<file path="config.mk">
export PLATFORM = sky130hd
export DESIGN_NAME = adram_ctrl
export DESIGN_NICKNAME = d
export VERILOG_FILES = /design/src/logic/adram_pkg.sv /design/src/logic/adram_ctrl.sv /design/src/logic/adram_sync.sv
export SDC_FILE = /design/constraint.sdc
export NUM_CORES = 1
export LEC_CHECK = 0
export ABC_AREA = 1
export ABC_CLOCK_PERIOD_IN_PS = 2100
export BUFFER_PORTS_ARGS = -buffer_cell sky130_fd_sc_hd__buf_4
export CORE_MARGIN = 2
export CORE_UTILIZATION = 45
export DETAILED_ROUTE_END_ITERATION = 6
export GPL_ROUTABILITY_DRIVEN = 1
export PLACE_DENSITY = 0.74
export SLEW_MARGIN = 5
export SYNTH_ARGS = -nofsm -noshare
export SYNTH_HDL_FRONTEND = slang
export SYNTH_SLANG_ARGS = --single-unit
</file>
<file path="constraint.sdc">
create_clock -name clk_i -period 2.1 [get_ports clk_i]
set_input_delay 0.105 -clock clk_i [delete_from_list [all_inputs] [get_ports clk_i]]
set_output_delay 0.105 -clock clk_i [all_outputs]
set_load 0.1 [all_outputs]
</file>
<file path="src/logic/adram_pkg.sv">
/*
  Constants for the host controller of a 64K x 8 asynchronous DRAM module.
  Assumes a 100 MHz system clock and early-write-only access on shared pins.
*/
// Operation
// RL1 - Row then column eight bits each
// RL2 - Address stable by each strobe falling edge
// RL3 - Device enables buffers only while column strobe low
// RL4 - Write enable high reads, low writes
// RL5 - Device ignores data pins during reads
// RL6 - Write enable low before column strobe falls
// RL7 - Device outputs float during early write
// RL8 - Column strobe edge captures early write data
// RL9 - Read data keeps written polarity
// RL10 - Read data valid after column access time
// RL11 - Outputs float when column strobe rises
// RL12 - All 256 rows strobed every 4 ms
// RL13 - Row-only refresh cycle, column strobe high
// RL14 - Page mode keeps row, pulses column strobe
// RL15 - Common row strobe, decoded column strobes
// RL16 - Power-up 100 us high, eight row cycles
// RL17 - Device latches address and data, not outputs
// RL18 - Eight one-bit chips form each byte
// RL19 - Refresh row counter interleaved with accesses
package adram_pkg;
  localparam int CLK_MHZ = 100;
  localparam int ROW_W = 8;
  localparam int COL_W = 8;
  localparam int ADDR_W = ROW_W + COL_W;
  localparam int DATA_W = 8;
  localparam int ROW_CNT = 256;
  localparam int INIT_CYCLES = 8;
  localparam int TMR_W = 16;

  localparam int T_RP_NS = 120;
  localparam int T_RAS_NS = 200;
  localparam int T_RAS_MAX_NS = 10000;
  localparam int T_CAS_NS = 135;
  localparam int T_CP_NS = 80;
  localparam int T_RCD_NS = 35;
  localparam int T_CAC_NS = 135;
  localparam int T_REF_MS = 4;
  localparam int T_PWRUP_US = 100;
  localparam int SYNC_STAGES = 2;

  // Least times round up
  localparam int RP_CYC = (T_RP_NS * CLK_MHZ + 999) / 1000;
  localparam int RAS_CYC = (T_RAS_NS * CLK_MHZ + 999) / 1000;
  localparam int CAS_CYC = (T_CAS_NS * CLK_MHZ + 999) / 1000;
  localparam int CP_CYC = (T_CP_NS * CLK_MHZ + 999) / 1000;
  localparam int RCD_CYC = (T_RCD_NS * CLK_MHZ + 999) / 1000;
  localparam int CAC_CYC = (T_CAC_NS * CLK_MHZ + 999) / 1000 + SYNC_STAGES + 1;
  localparam int CASL_CYC = (CAS_CYC > CAC_CYC) ? CAS_CYC : CAC_CYC;
  // Longest times round down
  localparam int RAS_MAX_CYC = (T_RAS_MAX_NS * CLK_MHZ) / 1000 - CASL_CYC - CP_CYC;
  localparam int REF_INT_CYC = (T_REF_MS * 1000 * CLK_MHZ) / ROW_CNT;
  localparam int PWRUP_CYC = T_PWRUP_US * CLK_MHZ;

  typedef enum logic [3:0] {
    ST_PWR = 4'h0,
    ST_INIT_LO = 4'h1,
    ST_INIT_HI = 4'h3,
    ST_IDLE = 4'h2,
    ST_RCD = 4'h6,
    ST_COL = 4'h7,
    ST_CASL = 4'h5,
    ST_CP = 4'h4,
    ST_RP = 4'hC,
    ST_REF = 4'hD
  } adram_state_t;
endpackage

</file>
<file path="src/logic/adram_ctrl.sv">
/*
  Host controller for one or more 64K x 8 asynchronous DRAM modules.
  Assumes modules share row strobe, address and write enable; column
  strobes are decoded per module; data pins combine by output enable.
*/
`timescale 1ns/100ps
module adram_ctrl #(
  parameter int MOD_CNT = 1,
  parameter int SEL_W = 1,
  parameter int PWRUP_CYCLES = adram_pkg::PWRUP_CYC,
  parameter int REF_INT_CYCLES = adram_pkg::REF_INT_CYC
) (
  input wire logic clk_i,
  input wire logic rst_b_i,
  input wire logic req_valid_i,
  output logic req_ready_o,
  input wire logic req_we_i,
  input wire logic [SEL_W-1:0] req_mod_i,
  input wire logic [adram_pkg::ADDR_W-1:0] req_addr_i,
  input wire logic [adram_pkg::DATA_W-1:0] req_wdata_i,
  output logic [adram_pkg::DATA_W-1:0] rdata_o,
  output logic rdata_valid_o,
  output logic init_done_o,
  output logic ras_b_o,
  output logic [MOD_CNT-1:0] cas_b_o,
  output logic we_b_o,
  output logic [adram_pkg::ROW_W-1:0] muxed_address_pins_o,
  output logic [adram_pkg::DATA_W-1:0] shared_data_pins_o,
  output logic shared_data_pins_oe_b_o,
  input wire logic [adram_pkg::DATA_W-1:0] shared_data_pins_i
);
  import adram_pkg::*;

  adram_state_t st_r, st_nxt;
  logic [TMR_W-1:0] tmr_r, tmr_nxt;
  logic [TMR_W-1:0] ras_tmr_r, ras_tmr_nxt;
  logic [3:0] init_cnt_r, init_cnt_nxt;
  logic [TMR_W-1:0] ref_tmr_r, ref_tmr_nxt;
  logic ref_pend_r, ref_pend_nxt;
  logic [ROW_W-1:0] ref_row_r, ref_row_nxt;
  logic [ROW_W-1:0] row_r, row_nxt;
  logic [COL_W-1:0] col_r, col_nxt;
  logic we_r, we_nxt;
  logic [SEL_W-1:0] mod_r, mod_nxt;
  logic [DATA_W-1:0] wdata_r, wdata_nxt;
  logic [DATA_W-1:0] rdata_r, rdata_nxt;
  logic rvalid_r, rvalid_nxt;
  logic ras_b_r, ras_b_nxt;
  logic cas_act_r, cas_act_nxt;
  logic we_b_r, we_b_nxt;
  logic [ROW_W-1:0] addr_r, addr_nxt;
  logic oe_b_r, oe_b_nxt;
  logic init_done_r, init_done_nxt;
  logic [DATA_W-1:0] dq_sync;
  logic tmr_done;
  logic ref_start;
  logic page_hit;
  logic take_idle;
  logic take_page;

  // Read data path through two flip-flops before use
  adram_sync #(.WIDTH(DATA_W)) u_dq_sync (
    .clk_i(clk_i),
    .rst_b_i(rst_b_i),
    .async_i(shared_data_pins_i),
    .sync_o(dq_sync)
  );

  assign tmr_done = (tmr_r == '0);
  // see RL14
  assign page_hit = (req_addr_i[ADDR_W-1:COL_W] == row_r) && !ref_pend_r
                    && (ras_tmr_r < TMR_W'(RAS_MAX_CYC));
  assign take_idle = (st_r == ST_IDLE) && !ref_pend_r && req_valid_i;
  assign take_page = (st_r == ST_CP) && tmr_done && page_hit && req_valid_i;
  assign ref_start = (st_r == ST_IDLE) && ref_pend_r;
  assign req_ready_o = ((st_r == ST_IDLE) && !ref_pend_r) || ((st_r == ST_CP) && tmr_done
                       && page_hit);

  // Refresh interval timer and row counter
  always_comb begin
    ref_tmr_nxt = ref_tmr_r;
    ref_pend_nxt = ref_pend_r;
    ref_row_nxt = ref_row_r;
    if (init_done_r) begin
      if (ref_start) begin
        ref_pend_nxt = 1'b0;
        ref_row_nxt = ref_row_r + 1'b1; // see RL19
      end
      if (ref_tmr_r == '0) begin
        ref_tmr_nxt = TMR_W'(REF_INT_CYCLES - 1);
        ref_pend_nxt = 1'b1; // see RL12
      end else begin
        ref_tmr_nxt = ref_tmr_r - 1'b1;
      end
    end
  end

  always_ff @(posedge clk_i) begin
    if (!rst_b_i) begin
      ref_tmr_r <= '0;
      ref_pend_r <= 1'b0;
      ref_row_r <= '0;
    end else begin
      ref_tmr_r <= ref_tmr_nxt;
      ref_pend_r <= ref_pend_nxt;
      ref_row_r <= ref_row_nxt;
    end
  end

  // Main sequencer
  always_comb begin
    st_nxt = st_r;
    tmr_nxt = tmr_done ? tmr_r : tmr_r - 1'b1;
    ras_tmr_nxt = ras_b_r ? '0 : ras_tmr_r + 1'b1;
    init_cnt_nxt = init_cnt_r;
    init_done_nxt = init_done_r;
    row_nxt = row_r;
    col_nxt = col_r;
    we_nxt = we_r;
    mod_nxt = mod_r;
    wdata_nxt = wdata_r;
    rdata_nxt = rdata_r;
    rvalid_nxt = 1'b0;
    ras_b_nxt = ras_b_r;
    cas_act_nxt = cas_act_r;
    we_b_nxt = we_b_r;
    addr_nxt = addr_r;
    oe_b_nxt = oe_b_r;
    if (take_idle || take_page) begin
      row_nxt = req_addr_i[ADDR_W-1:COL_W];
      col_nxt = req_addr_i[COL_W-1:0];
      we_nxt = req_we_i;
      mod_nxt = req_mod_i;
      wdata_nxt = req_wdata_i;
    end
    case (st_r)
      ST_PWR: begin
        ras_b_nxt = 1'b1; // see RL16
        if (tmr_done) begin
          st_nxt = ST_INIT_LO;
          ras_b_nxt = 1'b0;
          tmr_nxt = TMR_W'(RAS_CYC - 1);
        end
      end
      ST_INIT_LO: begin
        if (tmr_done) begin
          st_nxt = ST_INIT_HI;
          ras_b_nxt = 1'b1;
          tmr_nxt = TMR_W'(RP_CYC - 1);
          init_cnt_nxt = init_cnt_r + 1'b1;
        end
      end
      ST_INIT_HI: begin
        if (tmr_done) begin
          if (init_cnt_r == 4'(INIT_CYCLES)) begin // see RL16
            st_nxt = ST_IDLE;
            init_done_nxt = 1'b1;
          end else begin
            st_nxt = ST_INIT_LO;
            ras_b_nxt = 1'b0;
            tmr_nxt = TMR_W'(RAS_CYC - 1);
          end
        end
      end
      ST_IDLE: begin
        if (ref_pend_r) begin
          addr_nxt = ref_row_r; // see RL2
          st_nxt = ST_REF;
          tmr_nxt = TMR_W'(RAS_CYC);
        end else if (req_valid_i) begin
          addr_nxt = req_addr_i[ADDR_W-1:COL_W]; // see RL1
          st_nxt = ST_RCD;
          tmr_nxt = TMR_W'(RCD_CYC);
        end
      end
      ST_REF: begin
        ras_b_nxt = 1'b0; // see RL13
        if (tmr_done) begin
          st_nxt = ST_RP;
          ras_b_nxt = 1'b1;
          tmr_nxt = TMR_W'(RP_CYC - 1);
        end
      end
      ST_RCD: begin
        ras_b_nxt = 1'b0; // see RL1
        if (tmr_done && !ras_b_r) begin
          st_nxt = ST_COL;
          addr_nxt = col_r;
          we_b_nxt = !we_r; // see RL4
          oe_b_nxt = !we_r;
        end
      end
      ST_COL: begin
        // Write enable and data settle one cycle before the column strobe
        st_nxt = ST_CASL; // see RL6
        cas_act_nxt = 1'b1; // see RL8
        tmr_nxt = TMR_W'(CASL_CYC - 1);
      end
      ST_CASL: begin
        if (tmr_done) begin
          if (!we_r) begin
            rdata_nxt = dq_sync; // see RL10
            rvalid_nxt = 1'b1;
          end
          st_nxt = ST_CP;
          cas_act_nxt = 1'b0; // see RL11
          oe_b_nxt = 1'b1;
          we_b_nxt = 1'b1;
          tmr_nxt = TMR_W'(CP_CYC - 1);
        end
      end
      ST_CP: begin
        if (tmr_done) begin
          if (take_page) begin
            st_nxt = ST_COL; // see RL14
            addr_nxt = req_addr_i[COL_W-1:0];
            we_b_nxt = !req_we_i;
            oe_b_nxt = !req_we_i;
          end else begin
            st_nxt = ST_RP;
            ras_b_nxt = 1'b1;
            tmr_nxt = TMR_W'(RP_CYC - 1);
          end
        end
      end
      ST_RP: begin
        if (tmr_done) begin
          st_nxt = ST_IDLE;
        end
      end
      default: begin
        st_nxt = ST_PWR;
        tmr_nxt = TMR_W'(PWRUP_CYCLES - 1);
        ras_b_nxt = 1'b1;
        cas_act_nxt = 1'b0;
        we_b_nxt = 1'b1;
        oe_b_nxt = 1'b1;
      end
    endcase
  end

  always_ff @(posedge clk_i) begin
    if (!rst_b_i) begin
      st_r <= ST_PWR;
      tmr_r <= TMR_W'(PWRUP_CYCLES - 1);
      ras_tmr_r <= '0;
      init_cnt_r <= '0;
      init_done_r <= 1'b0;
      row_r <= '0;
      col_r <= '0;
      we_r <= 1'b0;
      mod_r <= '0;
      wdata_r <= '0;
      rdata_r <= '0;
      rvalid_r <= 1'b0;
      ras_b_r <= 1'b1;
      cas_act_r <= 1'b0;
      we_b_r <= 1'b1;
      addr_r <= '0;
      oe_b_r <= 1'b1;
    end else begin
      st_r <= st_nxt;
      tmr_r <= tmr_nxt;
      ras_tmr_r <= ras_tmr_nxt;
      init_cnt_r <= init_cnt_nxt;
      init_done_r <= init_done_nxt;
      row_r <= row_nxt;
      col_r <= col_nxt;
      we_r <= we_nxt;
      mod_r <= mod_nxt;
      wdata_r <= wdata_nxt;
      rdata_r <= rdata_nxt;
      rvalid_r <= rvalid_nxt;
      ras_b_r <= ras_b_nxt;
      cas_act_r <= cas_act_nxt;
      we_b_r <= we_b_nxt;
      addr_r <= addr_nxt;
      oe_b_r <= oe_b_nxt;
    end
  end

  // Decoded column strobes, one per module
  genvar gm;
  generate
    for (gm = 0; gm < MOD_CNT; gm++) begin : g_cas
      assign cas_b_o[gm] = !(cas_act_r && (mod_r == SEL_W'(gm))); // see RL15
    end
  endgenerate

  assign ras_b_o = ras_b_r;
  assign we_b_o = we_b_r;
  assign muxed_address_pins_o = addr_r;
  assign shared_data_pins_o = wdata_r; // see RL9
  assign shared_data_pins_oe_b_o = oe_b_r; // see RL7
  assign rdata_o = rdata_r;
  assign rdata_valid_o = rvalid_r;
  assign init_done_o = init_done_r;
endmodule

</file>
<file path="src/logic/adram_sync.sv">
/*
  Two-stage synchroniser for a bus of pin inputs.
  Assumes the pins are asynchronous to clk_i.
*/
`timescale 1ns/100ps
module adram_sync #(
  parameter int WIDTH = 8
) (
  input wire logic clk_i,
  input wire logic rst_b_i,
  input wire logic [WIDTH-1:0] async_i,
  output logic [WIDTH-1:0] sync_o
);
  import adram_pkg::*;

  logic [WIDTH-1:0] meta_r;
  logic [WIDTH-1:0] meta_nxt;
  logic [WIDTH-1:0] sync_r;
  logic [WIDTH-1:0] sync_nxt;

  genvar gi;
  generate
    for (gi = 0; gi < WIDTH; gi++) begin : g_bit
      always_comb begin
        meta_nxt[gi] = async_i[gi];
        sync_nxt[gi] = meta_r[gi];
      end
    end
  endgenerate

  always_ff @(posedge clk_i) begin
    if (!rst_b_i) begin
      meta_r <= '0;
      sync_r <= '0;
    end else begin
      meta_r <= meta_nxt;
      sync_r <= sync_nxt;
    end
  end

  assign sync_o = sync_r;
endmodule

</file>
After elaboration in Yosys (flattened, before gate mapping)

Cells that the tools add are included.

Bits in registers: 128
Input bits: 37
Output and inout port bits: 31
Logic and storage cells: 143

Add/sub/neg operators: 5
Order comparisons: 1
Equality and inequality tests: 23
Multiplexer cells: 48
Bitwise operators: 6
Reduce and logical (&&, ||, !) cells: 39

Operators with widths:

| operator                                                                | count |
|---|---|
| 16-bit two-way mux                                                      | 11 |
| 16-bit case mux with 8 select lines                                     | 1 |
| 4-bit two-way mux                                                       | 11 |
| 8-bit two-way mux                                                       | 5 |
| 4-bit case mux with 10 select lines                                     | 1 |
| 16-bit logical NOT                                                      | 2 |
| 16-bit by 1-bit subtractor with 16-bit output (second input constant)   | 2 |
| 8-bit case mux with 3 select lines                                      | 1 |
| 2-bit inequality test (second input constant)                           | 11 |
| 16-bit by 1-bit adder with 16-bit output (second input constant)        | 1 |
| 4-bit by 3-bit equality test with 1-bit output (second input constant)  | 4 |
| 16-bit by 10-bit < comparator with 1-bit output (second input constant) | 1 |
| 1-bit two-way mux                                                       | 14 |
| 4-bit equality test (second input constant)                             | 3 |
| 1-bit logical AND                                                       | 10 |
| 5-bit AND reduction                                                     | 2 |
| 3-bit AND reduction                                                     | 3 |
| 9-bit AND reduction                                                     | 1 |
| 8-bit by 1-bit adder with 8-bit output (second input constant)          | 1 |
| 4-bit by 2-bit equality test with 1-bit output (second input constant)  | 2 |
| 8-bit equality test                                                     | 1 |
| 2-bit AND reduction                                                     | 4 |
| 8-bit OR reduction                                                      | 1 |
| 1-bit case mux with 7 select lines                                      | 1 |
| 16 further kinds                                                        | 28 |

Logic depth before layout (Yosys ltp)

Word-level depth: 8
Mapped depth: 12

Cells and area by module

From an unflattened synthesis, not the netlist that was laid out.

Cell total of the unflattened synthesis: 922
Area, all modules: 6308.6 um^2

By module, submodules not included:

| module     | instances | cells each | area an instance (um^2) | seq. area each (um^2) |
|---|---|---|---|---|
| adram_ctrl | 1         | 872        | 5824.3                  | 2242.2 |
| adram_sync | 1         | 50         | 484.2                   | 320.3 |

Worst setup path before layout

No wires, ideal clock.

Path kind: register to register
Start point: register init_done_r, in the netlist init_done_o
End point: register ref_tmr_r[14]
Arrival: 2.138 ns
Required time: 1.985 ns
Path slack: -0.153 ns
Stages on the path, launching flop included: 7
Buffers on the path: 0
Clock period less this slack: 2.253 ns
Cell sequence: dfxtp_1 > nand2_1 > nor3_1 > nand3_1 > nor3_1 > a21oi_1 > o21a_1

RTL lines:

| element                  | RTL line          | source |
|---|---|---|
| start: declaration       | adram_ctrl.sv:53  | `logic init_done_r, init_done_nxt;` |
| start signal: assignment | adram_ctrl.sv:266 | `init_done_r <= init_done_nxt;` |
| end signal: assignment   | adram_ctrl.sv:104 | `ref_tmr_r <= ref_tmr_nxt;` |
| end: declaration         | adram_ctrl.sv:38  | `logic [TMR_W-1:0] ref_tmr_r, ref_tmr_nxt;` |

Final worst setup path

Start point: register tmr_r[1]
End point: output port req_ready_o

Longest elaborated chain between the ends: 4

Ends and longest elaborated chain:

| element                  | RTL line          | source |
|---|---|---|
| start: declaration       | adram_ctrl.sv:35  | `logic [TMR_W-1:0] tmr_r, tmr_nxt;` |
| start signal: assignment | adram_ctrl.sv:245 | `tmr_r <= TMR_W'(PWRUP_CYCLES - 1);` |
| start signal: assignment | adram_ctrl.sv:263 | `tmr_r <= tmr_nxt;` |
| 16-bit logical NOT       | adram_ctrl.sv:69  | `assign tmr_done = (tmr_r == '0);` |
| 1-bit logical AND        | adram_ctrl.sv:76  | `assign req_ready_o = ((st_r == ST_IDLE) && !ref_pend_r) \|\| ((st_r == ST_CP) && tmr_done` |
| 1-bit logical AND        | adram_ctrl.sv:77  | `&& page_hit);` |
| 1-bit logical OR         | adram_ctrl.sv:76  |  |
| end: declaration         | adram_ctrl.sv:16  | `output logic req_ready_o,` |

Every way passes these cells.

==> run_results.csv <==
group,metric,value,unit
status,status,"finished clean",
floorplan,start_util,45.6,%
floorplan,core.rowCount,43,
route,drt-total-wl,15700,um
critical_path,cp.required,2.00,ns
layout,drive_gt1_share,16.9,%
sta,fin_crit,2.00,ns
min_path,min-delay-start,"req_valid_i",
critical_path,cp-startpoint,"tmr_r[1]",
run,cap_viol_max_count,0,
global_routing,grt_pass1_wl,26300,um
placed_design,numPortBuffers,67,
critical_path,end_kind,"output port",
layout,fillers,1250,
synthesis,synthCells,896,
route,wl_per_cell,13.0,um
sta,slew_headroom,68.6,%
pwr,total_leakage_power,3.46,nW
layout,diodes,0,
placed_design,gp_congestion,0.965,
pwr,total_power,0.00815,W
sta,hold_viol,0,
global_routing,antenna_found_initial,0,
critical_path,critPathMaxFanout,4,
global_routing,grt_pass1_vias,5578,
min_path,hp-class,"primary input to flop",
synthesis,synth_area,0.00629,mm^2
cts,clock_latency,0.43,ns
floorplan,coreArea,0.0138,mm^2
sta,rsz0062_at_grt,"false",
synthesis,synth_area_per_cell,7.02,um^2
pwr,seqPwrFrac,33.4,%
synthesis,yosys_warnings,0,
sta,holdWs,0.0650,ns
route,ant_nets,0,
synthesis,synth_ff_type,"dfxtp_1",
sta,post-route-period-util,95.2,%
floorplan,die_h,122,um
cts,clk_pin_slew,0.06,ns
critical_path,critPathLaunchType,"flop",
route,drc,0,
pwr,p_comb_share,28.8,%
synthesis,synthArstFlopShare,0,%
synthesis,synth-edff-count,0,
critical_path,path_class,"flop to output port",
pwr,ir_drop,0.000698,V
layout,area_delta_synth_final,28.1,%
sta,clock.fmax,500,MHz
synthesis,ys_seq_area_share,40.8,%
global_routing,track_usage,22.1,%
global_routing,grt_max_degree,42,
sta,fin_skew,0.0102,ns
pwr,clockPowerShare,37.8,%
layout,regArea,0.00256,mm^2
global_routing,grt_overflow,0,
sta,worst_pin_slew,0.471,ns
critical_path,reg2reg_from,"tmr_r[1]",
sta,setup_tns,0,ns
placed_design,dp_hpwl,10400,um
layout,multi_input_area,0.00319,mm^2
sta,setup_viol,0,
layout,final_nets,1060,
critical_path,arrival,1.89,ns
cts,cts_inserted_buffers,17,
route,drtPass1Iterations,6,
pwr,p_int,0.00527,W
sta,slew_viol_final,0,
route,drt_iter0_markers,494,
cts,cts_root_buffer,"clkbuf_16",
synthesis,syn_nets,942,
synthesis,synth-seq-cells,128,
route,avgViaCountPerCell,4.97,
cts,cts_buffer_depth,2,
pwr,sw_frac_of_total,35.3,%
synthesis,synth_cell_type_count,46,
pwr,powerDensity,1010,mW/mm^2
floorplan,die-area,0.0149,mm^2
floorplan,design.portCount,68,
cts,cts.sinks,128,
layout,fin_util,58.5,%
cts,cts_tree,"built",
cts,htreeDepth,4,
pwr,p_sw,0.00287,W
route,vias,5997,
floorplan,die_w,122,um
==> critical path, stage by stage (launching register included) <==
cell	delay (ns)
dfxtp_1	0.32
inv_1	0.08
ha_1	0.17
nand2_1	0.09
nor2_4	0.15
nand2_8	0.08
nor2_4	0.15
nand3_2	0.11
nand2_4	0.12
buf_12	0.18
==> registers in the layout (all words and copies together), names as in the netlist, 4 cells and up <==
signal                flops
init_cnt_r                4
st_r                      4
shared_data_pins_o        8
ref_row_r                 8
rdata_o                   8
muxed_address_pins_o      8
col_r                     8
ras_tmr_r                16
u_dq_sync.sync_o          8
row_r                     8
u_dq_sync.meta_r          8
ref_tmr_r                16
tmr_r                    16
==> synthesized netlist by cell type, drive strengths merged, types with 7 or more instances <==
master / number / area [um^2]
a21oi: 83 / 415
buf: 13 / 129
clkbuf: 11 / 45.1
dfxtp: 128 / 2560
ha: 9 / 113
inv: 107 / 404
nand2: 211 / 845
nand3: 71 / 375
nand3b: 7 / 52.6
nand4: 11 / 90.1
nor2: 132 / 553
nor3: 21 / 110
o21ai: 50 / 254
xor2: 16 / 140
==> power by group through the flow <==
stage               Combinational, W  Sequential (W)  Clock [W]
CTS                          0.00225         0.00270    0.00313
finish                       0.00234         0.00272    0.00308
global route                 0.00255         0.00273    0.00324
detailed placement           0.00218         0.00275          0
global placement             0.00218         0.00275          0
floorplan                    0.00122         0.00328          0
==> cell usage in the layout (no fill, tap or decap), types with 3 or more instances in the layout <==
cell type	n
clkbuf_8	3
clkbuf_16	17
xnor2_1	5
dfxtp_1	126
nand2_2	5
o21ai_0	47
nand2_4	5
inv_1	98
nand3_1	66
a31oi_1	4
ha_1	9
dlygate4sd3_1	35
nand4_1	9
inv_2	8
nor2_2	12
nor2_1	114
buf_4	86
clkinv_4	3
nor3_1	19
nand3b_1	7
nand2_1	200
xor2_1	16
nor2_4	6
nand3_2	5
bufinv_16	3
a21oi_1	82
==> metal layers <==
metal / vias up / share of wire (%) / global-route usage, %
met1: 2685 / 46 / 28.6
met3: 40 / 4.3 / 4.73
met4: 0 / 2.8 / 10.8
met5: - / 0 / 0
li1: 3127 / - / -
met2: 145 / 47 / 35.1
==> path summary, 6_finish.rpt <==
| path | end | slack [ns] | cells after the start |
|---|---|---|---|
| max | req_ready_o | 0.10 | 9 |
| min | col_r[0] | 0.07 | 3 |
| max reg2reg | shared_data_pins_o[3] | 0.12 | 12 |
| min reg2reg | u_dq_sync.sync_o[2] | 0.41 | 2 |
==> timing repair <==
item / in CTS / in global routing
buffers inserted: 5 / 2
pin swaps: 4 / 2
setup endpoints to repair: 1 / 52
gates cloned: 0 / 0
resized for setup: 4 / 12
hold buffers: 35 / 0
hold endpoints to repair: 38 / 0
==> cells by family (layout without fill, tap and decap cells) <==
group	after synthesis	count (layout)	synth area share (%)
XOR/XNOR	21	21	2.93
flip-flops	128	128	40.8
AND/OR/NAND/NOR	462	462	33.3
buffers and inverters	132	263	9.25
AO/OA/AOI/OAI	144	144	12.0
adder cells (fa/ha/maj)	9	9	1.79
==> layout make-up <==
type,instances,share of cell area [%]
clock buffer,21,5.84
clock inverter,11,1.91
inverter,108,5.07
multi-input combinational,636,39.7
sequential,128,31.9
tap,180,2.80
timing repair buffer,123,12.9
==> per-stage QoR <==
stage,worst slack (ns),cells,area [um^2]
after floorplan,0.232,896,6290
after CTS,0.0214,1205,7980
final,0.101,1207,8050
after global placement,0.189,1133,6950
after global routing,0.0214,1207,8050
after detailed placement,0.0942,1133,6950
Note: power is estimated with default switching activity, not from simulation.
